--- src/core/rsc_pkg.sv ---
package rsc_pkg;

  // ----------------------------------------------------------------
  // register byte addresses
  // ----------------------------------------------------------------
  localparam logic [11:0] A_EVENT_COUNT    = 12'h000;
  localparam logic [11:0] A_CLK_DOW        = 12'h004;
  localparam logic [11:0] A_CLK_SEC        = 12'h008;
  localparam logic [11:0] A_CLK_HM         = 12'h00C;
  localparam logic [11:0] A_CLK_MD         = 12'h010;
  localparam logic [11:0] A_CLK_CY         = 12'h014;
  localparam logic [11:0] A_STAMP_SEC      = 12'h018;
  localparam logic [11:0] A_STAMP_HM       = 12'h01C;
  localparam logic [11:0] A_STAMP_MD       = 12'h020;
  localparam logic [11:0] A_STAMP_CY       = 12'h024;
  localparam logic [11:0] A_STAMP_WD_CAUSE = 12'h028;
  localparam logic [11:0] A_ADJUST         = 12'h02C;
  localparam logic [11:0] A_CONTROL        = 12'h030;
  localparam logic [11:0] A_TERM_TX        = 12'h040;
  localparam logic [11:0] A_TERM_RX        = 12'h044;
  localparam logic [11:0] A_CARD_TX        = 12'h048;
  localparam logic [11:0] A_CARD_RX        = 12'h04C;
  localparam logic [11:0] A_TEL_SENT       = 12'h050;
  localparam logic [11:0] A_TEL_RECV       = 12'h054;
  localparam logic [11:0] A_TEL_REFUSED    = 12'h058;

  // ----------------------------------------------------------------
  // field layout
  // ----------------------------------------------------------------
  localparam int F_DOW  = 0;
  localparam int F_SEC  = 1;
  localparam int F_MIN  = 2;
  localparam int F_HOUR = 3;
  localparam int F_DAY  = 4;
  localparam int F_MON  = 5;
  localparam int F_YEAR = 6;
  localparam int F_CENT = 7;
  localparam int NUM_FIELDS   = 8;
  localparam int NUM_COUNTERS = 8;
  localparam int CTRL_UNLOCK  = 0;
  localparam int CTRL_ADJ_EN  = 1;
  localparam int ADJ_DEC_BASE = 8;

  // binary bounds per field, index order as above
  localparam logic [NUM_FIELDS-1:0][6:0] FIELD_LO =
    {7'd0, 7'd0, 7'd1, 7'd1, 7'd0, 7'd0, 7'd0, 7'd1};
  localparam logic [NUM_FIELDS-1:0][6:0] FIELD_HI =
    {7'd99, 7'd99, 7'd12, 7'd31, 7'd23, 7'd59, 7'd59, 7'd7};

  // reset date: monday 2000-01-01 00:00:00 (bcd)
  localparam logic [NUM_FIELDS-1:0][7:0] CLOCK_RESET =
    {8'h20, 8'h00, 8'h01, 8'h01, 8'h00, 8'h00, 8'h00, 8'h01};

  // ----------------------------------------------------------------
  // timing
  // ----------------------------------------------------------------
  localparam longint SECOND_NS    = 64'd1_000_000_000;
  localparam longint CLK_PERIOD_NS = 64'd10;
  localparam longint SECOND_CYCLES = SECOND_NS / CLK_PERIOD_NS;

  // ----------------------------------------------------------------
  // carriers
  // ----------------------------------------------------------------
  typedef struct packed {
    logic        psel;
    logic        penable;
    logic        pwrite;
    logic [11:0] paddr;
    logic [31:0] pwdata;
  } rsc_apb_req_type;

  typedef struct packed {
    logic [31:0] prdata;
    logic        pready;
    logic        pslverr;
  } rsc_apb_rsp_type;

  // one-cycle pulses from the controller; order = counter index
  typedef struct packed {
    logic tel_refused;
    logic tel_recv;
    logic tel_sent;
    logic card_rx;
    logic card_tx;
    logic term_rx;
    logic term_tx;
    logic event_done;
  } rsc_evt_type;

  typedef enum logic [1:0] {
    ST_IDLE = 2'b01,
    ST_DONE = 2'b10
  } rsc_bus_st_type;

  typedef struct packed {
    rsc_bus_st_type                   st;
    rsc_apb_rsp_type                  rsp;
    logic [NUM_FIELDS-1:0][7:0]       clk_f;
    logic [NUM_FIELDS-1:0][7:0]       stamp;
    logic [7:0]                       cause;
    logic [15:0]                      adjust;
    logic [15:0]                      adjust_prev;
    logic                             unlock;
    logic                             adj_en;
    logic [NUM_COUNTERS-1:0][15:0]    cnt;
    logic [31:0]                      presc;
  } rsc_state_type;

endpackage

--- src/core/rsc_bcd_step.sv ---
`timescale 1ns/10ps
`default_nettype none

module rsc_bcd_step (
  input  wire logic [7:0] val_i,
  input  wire logic [6:0] lo_i,
  input  wire logic [6:0] hi_i,
  input  wire logic       inc_i,
  input  wire logic       dec_i,
  output logic      [7:0] res_o,
  output logic            wrap_o
);

  logic [6:0] bin;
  logic [6:0] nb;

  always_comb begin
    bin    = ({3'b000, val_i[7:4]} * 7'd10) + {3'b000, val_i[3:0]};
    nb     = bin;
    wrap_o = 1'b0;
    if (inc_i && !dec_i) begin
      if (bin >= hi_i) begin
        nb     = lo_i;
        wrap_o = 1'b1;
      end else begin
        nb = 7'(bin + 7'd1);
      end
    end else if (dec_i && !inc_i) begin
      if (bin <= lo_i) begin
        nb = hi_i;
      end else begin
        nb = 7'(bin - 7'd1);
      end
    end
    res_o = {4'(nb / 7'd10), 4'(nb % 7'd10)};
  end

endmodule

`default_nettype wire

--- src/core/rsc_rtc_top.sv ---
`timescale 1ns/10ps
`default_nettype none

module rsc_rtc_top
  import rsc_pkg::*;
#(
  parameter longint SEC_CYCLES = SECOND_CYCLES
) (
  input  wire logic            mclk_i,
  input  wire logic            rst_b_i,
  input  wire rsc_apb_req_type apb_i,
  output rsc_apb_rsp_type      apb_o,
  input  wire rsc_evt_type     evt_i,
  input  wire logic            cold_start_i,
  input  wire logic            stop_i,
  input  wire logic [7:0]      stop_cause_i
);

  // ----------------------------------------------------------------
  // elaboration checks
  // ----------------------------------------------------------------
  if (SEC_CYCLES < 1 || SEC_CYCLES > 64'h0000_0000_FFFF_FFFF) begin : g_chk
    $error("SEC_CYCLES out of range");
  end

  localparam logic [31:0] SEC_LAST = 32'(SEC_CYCLES - 1);

  rsc_state_type r_reg;
  rsc_state_type r_next;

  logic [NUM_FIELDS-1:0]      car;
  logic [NUM_FIELDS-1:0]      wr;
  logic [NUM_FIELDS-1:0]      inc;
  logic [NUM_FIELDS-1:0]      dec;
  logic [NUM_FIELDS-1:0][7:0] stepped;
  logic [NUM_FIELDS-1:0][6:0] hi_v;
  logic [15:0]                rise;
  logic                       tick;
  logic [6:0]                 dim;

  // ----------------------------------------------------------------
  // days in month with leap years
  // ----------------------------------------------------------------
  function automatic logic [6:0] days_in_month(
    input logic [7:0] mon,
    input logic [7:0] yr,
    input logic [7:0] cen
  );
    logic [6:0] yb;
    logic [6:0] cb;
    logic       leap;
    yb   = ({3'b000, yr[7:4]} * 7'd10) + {3'b000, yr[3:0]};
    cb   = ({3'b000, cen[7:4]} * 7'd10) + {3'b000, cen[3:0]};
    leap = (yb == 7'd0) ? (cb[1:0] == 2'b00) : (yb[1:0] == 2'b00);
    case (mon)
      8'h02:   days_in_month = leap ? 7'd29 : 7'd28;
      8'h04,
      8'h06,
      8'h09,
      8'h11:   days_in_month = 7'd30;
      default: days_in_month = 7'd31;
    endcase
  endfunction

  // ----------------------------------------------------------------
  // field stepping
  // ----------------------------------------------------------------
  assign tick = (r_reg.presc == SEC_LAST) && !r_reg.unlock;
  assign dim  = days_in_month(r_reg.clk_f[F_MON], r_reg.clk_f[F_YEAR],
                              r_reg.clk_f[F_CENT]);

  // rising edges of adjust bits, gated by enable
  assign rise = r_reg.adjust & ~r_reg.adjust_prev & {16{r_reg.adj_en}};

  // carry chain sec -> min -> hour -> day/weekday -> month -> year -> century
  assign car[F_SEC]  = tick;
  assign car[F_MIN]  = car[F_SEC] & wr[F_SEC];
  assign car[F_HOUR] = car[F_MIN] & wr[F_MIN];
  assign car[F_DAY]  = car[F_HOUR] & wr[F_HOUR];
  assign car[F_DOW]  = car[F_DAY];
  assign car[F_MON]  = car[F_DAY] & wr[F_DAY];
  assign car[F_YEAR] = car[F_MON] & wr[F_MON];
  assign car[F_CENT] = car[F_YEAR] & wr[F_YEAR];

  generate
    for (genvar f = 0; f < NUM_FIELDS; f++) begin : g_field
      // bit f increments, bit f+8 decrements, field f in weekday..century order
      assign inc[f]  = car[f] | rise[f];
      assign dec[f]  = rise[f + ADJ_DEC_BASE];
      assign hi_v[f] = (f == F_DAY) ? dim : FIELD_HI[f];

      rsc_bcd_step u_step (
        .val_i  (r_reg.clk_f[f]),
        .lo_i   (FIELD_LO[f]),
        .hi_i   (hi_v[f]),
        .inc_i  (inc[f]),
        .dec_i  (dec[f]),
        .res_o  (stepped[f]),
        .wrap_o (wr[f])
      );
    end
  endgenerate

  // ----------------------------------------------------------------
  // next state
  // ----------------------------------------------------------------
  always_comb begin
    logic [31:0] rd;
    logic        hit;
    logic [11:0] a;
    logic [31:0] wd;
    rd     = 32'h0000_0000;
    hit    = 1'b1;
    a      = apb_i.paddr;
    wd     = apb_i.pwdata;
    r_next = r_reg;

    // prescaler and clock fields
    r_next.presc = (r_reg.presc == SEC_LAST) ? 32'h0000_0000
                                             : 32'(r_reg.presc + 32'd1);
    r_next.clk_f       = stepped;
    r_next.adjust_prev = r_reg.adjust;

    // snapshot on fault or stop
    if (stop_i) begin
      r_next.stamp = r_reg.clk_f;
      r_next.cause = stop_cause_i;
    end

    // counters
    for (int i = 0; i < NUM_COUNTERS; i++) begin
      if (cold_start_i) begin
        r_next.cnt[i] = 16'h0000;
      end else if (evt_i[i]) begin
        r_next.cnt[i] = 16'(r_reg.cnt[i] + 16'd1);
      end
    end

    // read mux and address decode
    if (a == A_EVENT_COUNT) begin
      rd = {16'h0000, r_reg.cnt[0]};
    end else if (a == A_CLK_DOW) begin
      rd = {24'h00_0000, r_reg.clk_f[F_DOW]};
    end else if (a == A_CLK_SEC) begin
      rd = {16'h0000, r_reg.clk_f[F_SEC], 8'h00};
    end else if (a == A_CLK_HM) begin
      rd = {16'h0000, r_reg.clk_f[F_HOUR], r_reg.clk_f[F_MIN]};
    end else if (a == A_CLK_MD) begin
      rd = {16'h0000, r_reg.clk_f[F_MON], r_reg.clk_f[F_DAY]};
    end else if (a == A_CLK_CY) begin
      rd = {16'h0000, r_reg.clk_f[F_CENT], r_reg.clk_f[F_YEAR]};
    end else if (a == A_STAMP_SEC) begin
      rd = {24'h00_0000, r_reg.stamp[F_SEC]};
    end else if (a == A_STAMP_HM) begin
      rd = {16'h0000, r_reg.stamp[F_HOUR], r_reg.stamp[F_MIN]};
    end else if (a == A_STAMP_MD) begin
      rd = {16'h0000, r_reg.stamp[F_MON], r_reg.stamp[F_DAY]};
    end else if (a == A_STAMP_CY) begin
      rd = {16'h0000, r_reg.stamp[F_CENT], r_reg.stamp[F_YEAR]};
    end else if (a == A_STAMP_WD_CAUSE) begin
      rd = {16'h0000, r_reg.stamp[F_DOW], r_reg.cause};
    end else if (a == A_ADJUST) begin
      rd = {16'h0000, r_reg.adjust};
    end else if (a == A_CONTROL) begin
      rd = {16'h0000, 14'h0000, r_reg.adj_en, r_reg.unlock};
    end else if (a == A_TERM_TX) begin
      rd = {16'h0000, r_reg.cnt[1]};
    end else if (a == A_TERM_RX) begin
      rd = {16'h0000, r_reg.cnt[2]};
    end else if (a == A_CARD_TX) begin
      rd = {16'h0000, r_reg.cnt[3]};
    end else if (a == A_CARD_RX) begin
      rd = {16'h0000, r_reg.cnt[4]};
    end else if (a == A_TEL_SENT) begin
      rd = {16'h0000, r_reg.cnt[5]};
    end else if (a == A_TEL_RECV) begin
      rd = {16'h0000, r_reg.cnt[6]};
    end else if (a == A_TEL_REFUSED) begin
      rd = {16'h0000, r_reg.cnt[7]};
    end else begin
      hit = 1'b0;
    end

    // ----------------------------------------------------------------
    // apb slave
    // ----------------------------------------------------------------
    case (r_reg.st)
      ST_IDLE: begin
        if (apb_i.psel && apb_i.penable) begin
          r_next.rsp.pready  = 1'b1;
          r_next.rsp.pslverr = !hit;
          r_next.rsp.prdata  = apb_i.pwrite ? 32'h0000_0000 : rd;
          r_next.st          = ST_DONE;
        end
      end
      ST_DONE: begin
        r_next.rsp.pready  = 1'b0;
        r_next.rsp.pslverr = 1'b0;
        r_next.st          = ST_IDLE;
        // write commits on the edge where the master sees pready high
        if (apb_i.psel && apb_i.penable && apb_i.pwrite && hit) begin
          if (a == A_ADJUST) begin
            r_next.adjust = wd[15:0];
          end else if (a == A_CONTROL) begin
            r_next.unlock = wd[CTRL_UNLOCK];
            r_next.adj_en = wd[CTRL_ADJ_EN];
          end else if (r_reg.unlock) begin
            // user write replaces the clock value only while unlocked
            if (a == A_CLK_DOW) begin
              r_next.clk_f[F_DOW] = wd[7:0];
            end else if (a == A_CLK_SEC) begin
              r_next.clk_f[F_SEC] = wd[15:8];
            end else if (a == A_CLK_HM) begin
              r_next.clk_f[F_HOUR] = wd[15:8];
              r_next.clk_f[F_MIN]  = wd[7:0];
            end else if (a == A_CLK_MD) begin
              r_next.clk_f[F_MON] = wd[15:8];
              r_next.clk_f[F_DAY] = wd[7:0];
            end else if (a == A_CLK_CY) begin
              r_next.clk_f[F_CENT] = wd[15:8];
              r_next.clk_f[F_YEAR] = wd[7:0];
            end
          end
        end
      end
      default: begin
        r_next.st          = ST_IDLE;
        r_next.rsp.pready  = 1'b0;
        r_next.rsp.pslverr = 1'b0;
      end
    endcase
  end

  // ----------------------------------------------------------------
  // state register
  // ----------------------------------------------------------------
  always_ff @(posedge mclk_i or negedge rst_b_i) begin
    if (!rst_b_i) begin
      r_reg             <= '0;
      r_reg.st          <= ST_IDLE;
      r_reg.clk_f       <= CLOCK_RESET;
      r_reg.stamp       <= CLOCK_RESET;
    end else begin
      r_reg <= r_next;
    end
  end

  assign apb_o = r_reg.rsp;

endmodule

`default_nettype wire

--- config.mk ---
export PLATFORM = sky130hd
export DESIGN_NAME = rsc_rtc_top
export DESIGN_NICKNAME = d
export VERILOG_FILES = /design/src/core/rsc_pkg.sv /design/src/core/rsc_bcd_step.sv /design/src/core/rsc_rtc_top.sv
export SDC_FILE = /design/constraint.sdc
export NUM_CORES = 1
export LEC_CHECK = 0
export CORE_MARGIN = 1
export CORE_UTILIZATION = 66
export CTS_CLUSTER_DIAMETER = 200
export DETAILED_ROUTE_END_ITERATION = 10
export DONT_BUFFER_PORTS = 1
export PLACE_DENSITY = 0.86
export SLEW_MARGIN = 20
export SYNTH_ARGS = -nofsm -noshare
export SYNTH_HDL_FRONTEND = slang
export SYNTH_SLANG_ARGS = --single-unit
export TNS_END_PERCENT = 1
--- constraint.sdc ---
create_clock -name mclk_i -period 9.5 [get_ports mclk_i]
set_input_delay 0.95 -clock mclk_i [delete_from_list [all_inputs] [get_ports mclk_i]]
set_output_delay 0.95 -clock mclk_i [all_outputs]
set_load 0.02 [all_outputs]
; ---- Word-level counts from Yosys, hierarchy flattened
; Index checks and enable logic that the tools add are counted.
[totals]
ff_bits = 366
inputBits = 67
out_inout_bits = 34
elab_cells = 329
[op_classes]
add_sub_neg = 33
n_mul = 8
div = 16
magnitude_cmp = 16
n_eq_ne = 28
muxes = 122
n_bitwise = 18
n_reduce_logical = 54
[ops]
columns = op, n
row1 = 16-bit 2-to-1 mux, 40
row2 = 64-bit 2-to-1 mux, 5
row3 = 7-bit 2-to-1 mux, 32
row4 = 16-bit by 1-bit adder with 16-bit output (second input constant), 8
row5 = 32-bit 2-to-1 mux, 3
row6 = 12-bit by 7-bit == test with 1-bit output (second input constant), 7
row7 = 12-bit by 6-bit == test with 1-bit output (second input constant), 5
row8 = 7-bit by 1-bit adder with 7-bit output (second input constant), 8
row9 = 7-bit by 4-bit adder with 7-bit output, 8
row10 = 7-bit by 4-bit divider with 7-bit output (second input constant), 8
row11 = 7-bit by 1-bit less-or-equal comparator with 1-bit output (second input constant), 8
row12 = 7-bit by 4-bit remainder unit with 7-bit output (second input constant), 8
row13 = 56-bit 2-to-1 mux, 1
row14 = 7-bit by 1-bit subtractor with 7-bit output (second input constant), 8
row15 = 12-bit by 5-bit == test with 1-bit output (second input constant), 4
row16 = 4-bit by 3-bit multiplier with 6-bit output (second input constant), 8
row17 = 48-bit 2-to-1 mux, 1
row18 = 36-bit 2-to-1 mux, 1
row19 = 1-bit 2-to-1 mux, 34
row20 = 32-bit by 1-bit adder with 32-bit output (second input constant), 1
row21 = 16-bit bitwise AND, 2
row22 = 32-bit by 27-bit == test with 1-bit output (second input constant), 1
row23 = 12-bit by 4-bit == test with 1-bit output (second input constant), 2
row24 = 1-bit logical AND, 20
row25 = 30 further kinds, 72

; ---- Longest topological paths before layout
[depth]
ltp_word = 43
mapped_depth = 33
ltp_nobuf = 32

; ---- Hierarchy
; A second synthesis with hierarchy kept.
[hier_totals]
hier_cells = 3702
area_unflattened_um2 = 32461.1
[modules_own_cells]
columns = mod, n_inst, cells_each, area_each_um2, seq_area_each_um2
row1 = rsc_rtc_top, 1, 1788, 18416.4, 8744.6
row2 = rsc_bcd_step at g_field[1].u_step ..., 6, 242, 1773.0, 0.0
row3 = rsc_bcd_step at g_field[7].u_step, 1, 246, 1841.8, 0.0
row4 = rsc_bcd_step at g_field[0].u_step, 1, 216, 1565.3, 0.0

; ---- Worst setup path before layout
; Ideal clock, no wire load.
[synth_path]
path_kind = reg2reg
start = register r_reg[319] (netlist name)
end = register r_reg[315] (netlist name)
setup_time_ps = 125
arrival_time_ps = 7002
required_ps = 9375
setup_slack_ps = 2373
stages_incl_launch_ff = 33
path_buffers = 1
period_less_slack_ps = 7127
path_cell_list = dfrtp_1 ha_1 ha_1 fa_1 nand2_1 a21oi_1 xor2_1 nor3_1 a21oi_1 ha_1 nand2b_1 a21oi_1 and4bb_1 o21ai_1 nor3_1 nand4_1 buf_2 nand2_1 mux2i_1 nor2_1 a222oi_1 ha_1 inv_1 a41oi_1 a2bb2oi_1 and2_1 xnor2_1 ha_1 o31a_1 o2bb2ai_1 a2bb2o_1 xnor2_1 mux2_2
[synth_lines]
columns = element, line_no
row1 = start: declaration, rsc_rtc_top.sv:28  ; rsc_state_type r_reg;
row2 = start signal: assignment, rsc_rtc_top.sv:244  ; r_reg <= r_next;

==> flow_summary.yaml <==
power:
  clockPowerShare_pct: 45.9
  power.internal_w: 0.002646
  irDropWorstVdd_v: 0.0001384
  seqPwrFrac_pct: 43.5
  swShare_pct: 25.51
  comb_power_share_pct: 10.5
  powerDensity_nw_per_um2: 131.0
  p_leak_nw: 11.48
  p_switching_w: 0.0009059
detailed_routing:
  postRouteWirelength_um: 78070
  drt_first_pass_iters: 6
  drtIter0Drc: 2358
  vias_per_cell: 6.947
  ant_nets: 0
  wl_per_cell_um: 23.15
  drc: 0
  vias: 23430
global_routing:
  antenna_found_initial: 0
  grt_remaining_overflow: 0
  grt_pass1_vias: 22040
  grt_pass1_wl_um: 121500
  grt_util_all_layers_pct: 39.62
  grt_start_max_net_pins: 350
clock_network:
  cts_made_buffers: 39
  worstSkewPairLatency_ns: 0.58
  cts_setup_buffers: 0
  cts_tree: "built"
  clk_pin_slew_ns: 0.06
  ctsResizeCount: 0
  htreeDepth: 2
  clock_sinks: 349
  max-clock-path-buffers: 3
  root_buffer: "clkbuf_16"
  hold_buffers: 0
setup_path:
  critPathMaxFanout: 9
  reg2reg_from: "r_reg[319]"
  setup.worst_path.end_class: "register"
  r2r_setup_slack_ns: 0.71
  criticalPathCategory: "register to register"
  cp_data_required_time_ns: 9.95
  reg2reg_to: "r_reg[315]"
  cp_slowest_cell: "a222oi_1"
  start_kind: "register"
  path_common_cell: "ha_1"
  r2r_cells: 31
  worstPathArrival_ns: 9.24
  slowest_delay_ns: 0.61
logic_synthesis:
  avgSynthCellArea_sq_um: 8.788
  synth_area_leader_cell: "dfrtp_1"
  synth-seq-cells: 349
  synth_area_leaders: "dfrtp_1 33%, ha_1 5.2%, nor2_1 5.0%"
  synth_top_cell_area_share_pct: 33.25
  synth_seq_area_share_pct: 34.17
  synth.cell_area_sq_um: 25590
  yosysWarnings: 0
  synthTopCellsByCount: "341 x nor2_1, 340 x dfrtp_1, 265 x nand2_1, 173 x a21oi_1, 123 x o21ai_0"
  synth-main-ff-cell: "dfrtp_1"
  synthArstFlopShare_pct: 100.0
  post-synth-top-count-cell: "nor2_1"
  ys_types: 127
  synth_enable_flop_cells: 0
  netlist_instances: 2912
placed_design:
  gp_congestion: 1.023
  place_hpwl_um: 56870
  placed_area_sq_um: 25710
  portBuffers: 0
outcome:
  status: "complete, no violations"
timing:
  tns_ns: 0
  report.final.slew_viol_count: 0
  skew_ns: 0.02514
  clock.fmax_ghz: 0.1138
  rsz0062_at_grt: "no"
  fin_crit_ns: 8.787
  tightest_slew_ns: 1.188
  fin_crit_sh_pct: 92.50
  setup_viol_count_final: 0
  finalHoldViolCount: 0
  slew_headroom_pct: 20.51
floorplan:
  io_pins: 101
  initial_core_util_pct: 67.46
  dieArea_sq_um: 39570
  placementRows: 71
  die_y_um: 198.9
  die_width_um: 198.9
  core_area_sq_um: 37930
cells_and_area:
  diodes: 0
  largest_register_ffs: 316
  drive_above_1_share_pct: 10.13
  final_nets: 3022
  final_cell_area_sq_um: 27100
  syn_to_final_growth_pct: 5.911
worst_hold_path:
  hold_path_class: "input pin to asynchronous set/reset pin"
job:
  drv_cap: 0
worst max path at each step:
stage	startpoint	to	slack, ns	cells past startpoint
2_1_floorplan	r_reg[319]	r_reg[315]	2.37	32
3_3_place_gp	r_reg[319]	r_reg[315]	1.19	30
3_5_place_dp	r_reg[319]	r_reg[315]	0.73	31
4_1_cts	r_reg[319]	r_reg[315]	0.66	31
5_1_grt	r_reg[319]	r_reg[315]	0.10	31
6_report	r_reg[319]	r_reg[315]	0.71	31
layout make-up:
type	instances	area, sq um
sequential	349	8745
clock inverter	18	266.5
inverter	66	247.7
multi-input combinational	2356	15940
fill	2831	10830
timing repair buffer	20	150.1
tap	511	639.4
clock buffer	53	1119
power by group through the flow:
stage	Clock (W)	Combinational, W	Sequential (W)
2_1_floorplan	0	0.000320	0.00156
3_3_place_gp	0	0.000348	0.00157
3_5_place_dp	0	0.000363	0.00157
4_1_cts	0.00164	0.000366	0.00154
5_1_grt	0.00170	0.000410	0.00155
6_report	0.00163	0.000374	0.00155
placed cells by master, fill, tap and decap left out, types with 17 or more instances in the layout:
cell,Yosys,routed
dfrtp_1,340,340
nor4_1,17,17
o22ai_1,28,28
a211oi_1,33,33
a222oi_1,25,25
nor2_1,341,339
clkbuf_16,0,39
mux2i_1,19,19
mux2_2,113,113
nand3b_1,18,18
nand2_1,265,265
a21o_1,27,27
o31ai_1,19,19
nand4_1,54,54
xnor2_1,91,91
a22oi_1,27,27
ha_1,107,107
a221oi_1,36,36
a31oi_1,32,32
inv_1,64,64
and3_1,61,61
o21ai_0,123,123
nand3_1,116,116
o211ai_1,22,22
nor2b_1,17,17
nand2b_1,21,21
xor2_1,115,115
buf_4,38,20
a21oi_1,173,173
or3_1,47,47
nor3_1,72,69
and2_1,18,18
worst max-delay path, delay by kind of cell, from the launching register on:
family	cells	cell delay, ns
buf+inv	1	0.08
flops	1	0.49
simple gates	9	2.11
xor+xnor	3	0.76
fa+ha+maj	6	1.86
mux	2	0.85
compound gates	10	2.50
logic make-up (layout without fill, tap and decap cells):
logic type / Yosys count / count (layout) / share of synthesized area [%]
buf+inv: 222 / 157 / 3.867
simple gates: 1128 / 1128 / 21.60
fa+ha+maj: 126 / 126 / 6.600
xor+xnor: 210 / 210 / 7.363
compound gates: 737 / 737 / 20.31
other cells: 1 / 16 / 0.01465
flops: 349 / 349 / 34.17
mux: 139 / 139 / 6.077
through the flow:
step	power [W]	setup slack (ns)	util [%]	hold WS, ns	instances
floorplan	0.001875	2.373	-	0.3833	2927
global route	0.003656	0.1045	71.45	0.06221	3373
CTS	0.003552	0.6648	71.44	0.06707	3373
finish	0.003552	0.7127	71.45	0.07738	3373
detailed placement	0.001933	0.7331	67.78	0.4080	3302
global placement	0.001918	1.186	67.78	0.4071	3302
per-layer routing:
metal	global-route usage, %	vias to the layer above	routed length (um)
met5	0	-	0
met4	22.79	0	4926
met3	9.444	288	7808
met2	61.05	1256	35020
met1	51.05	11360	30320
li1	-	10530	-
No activity file was read; power rests on OpenSTA's default activity.
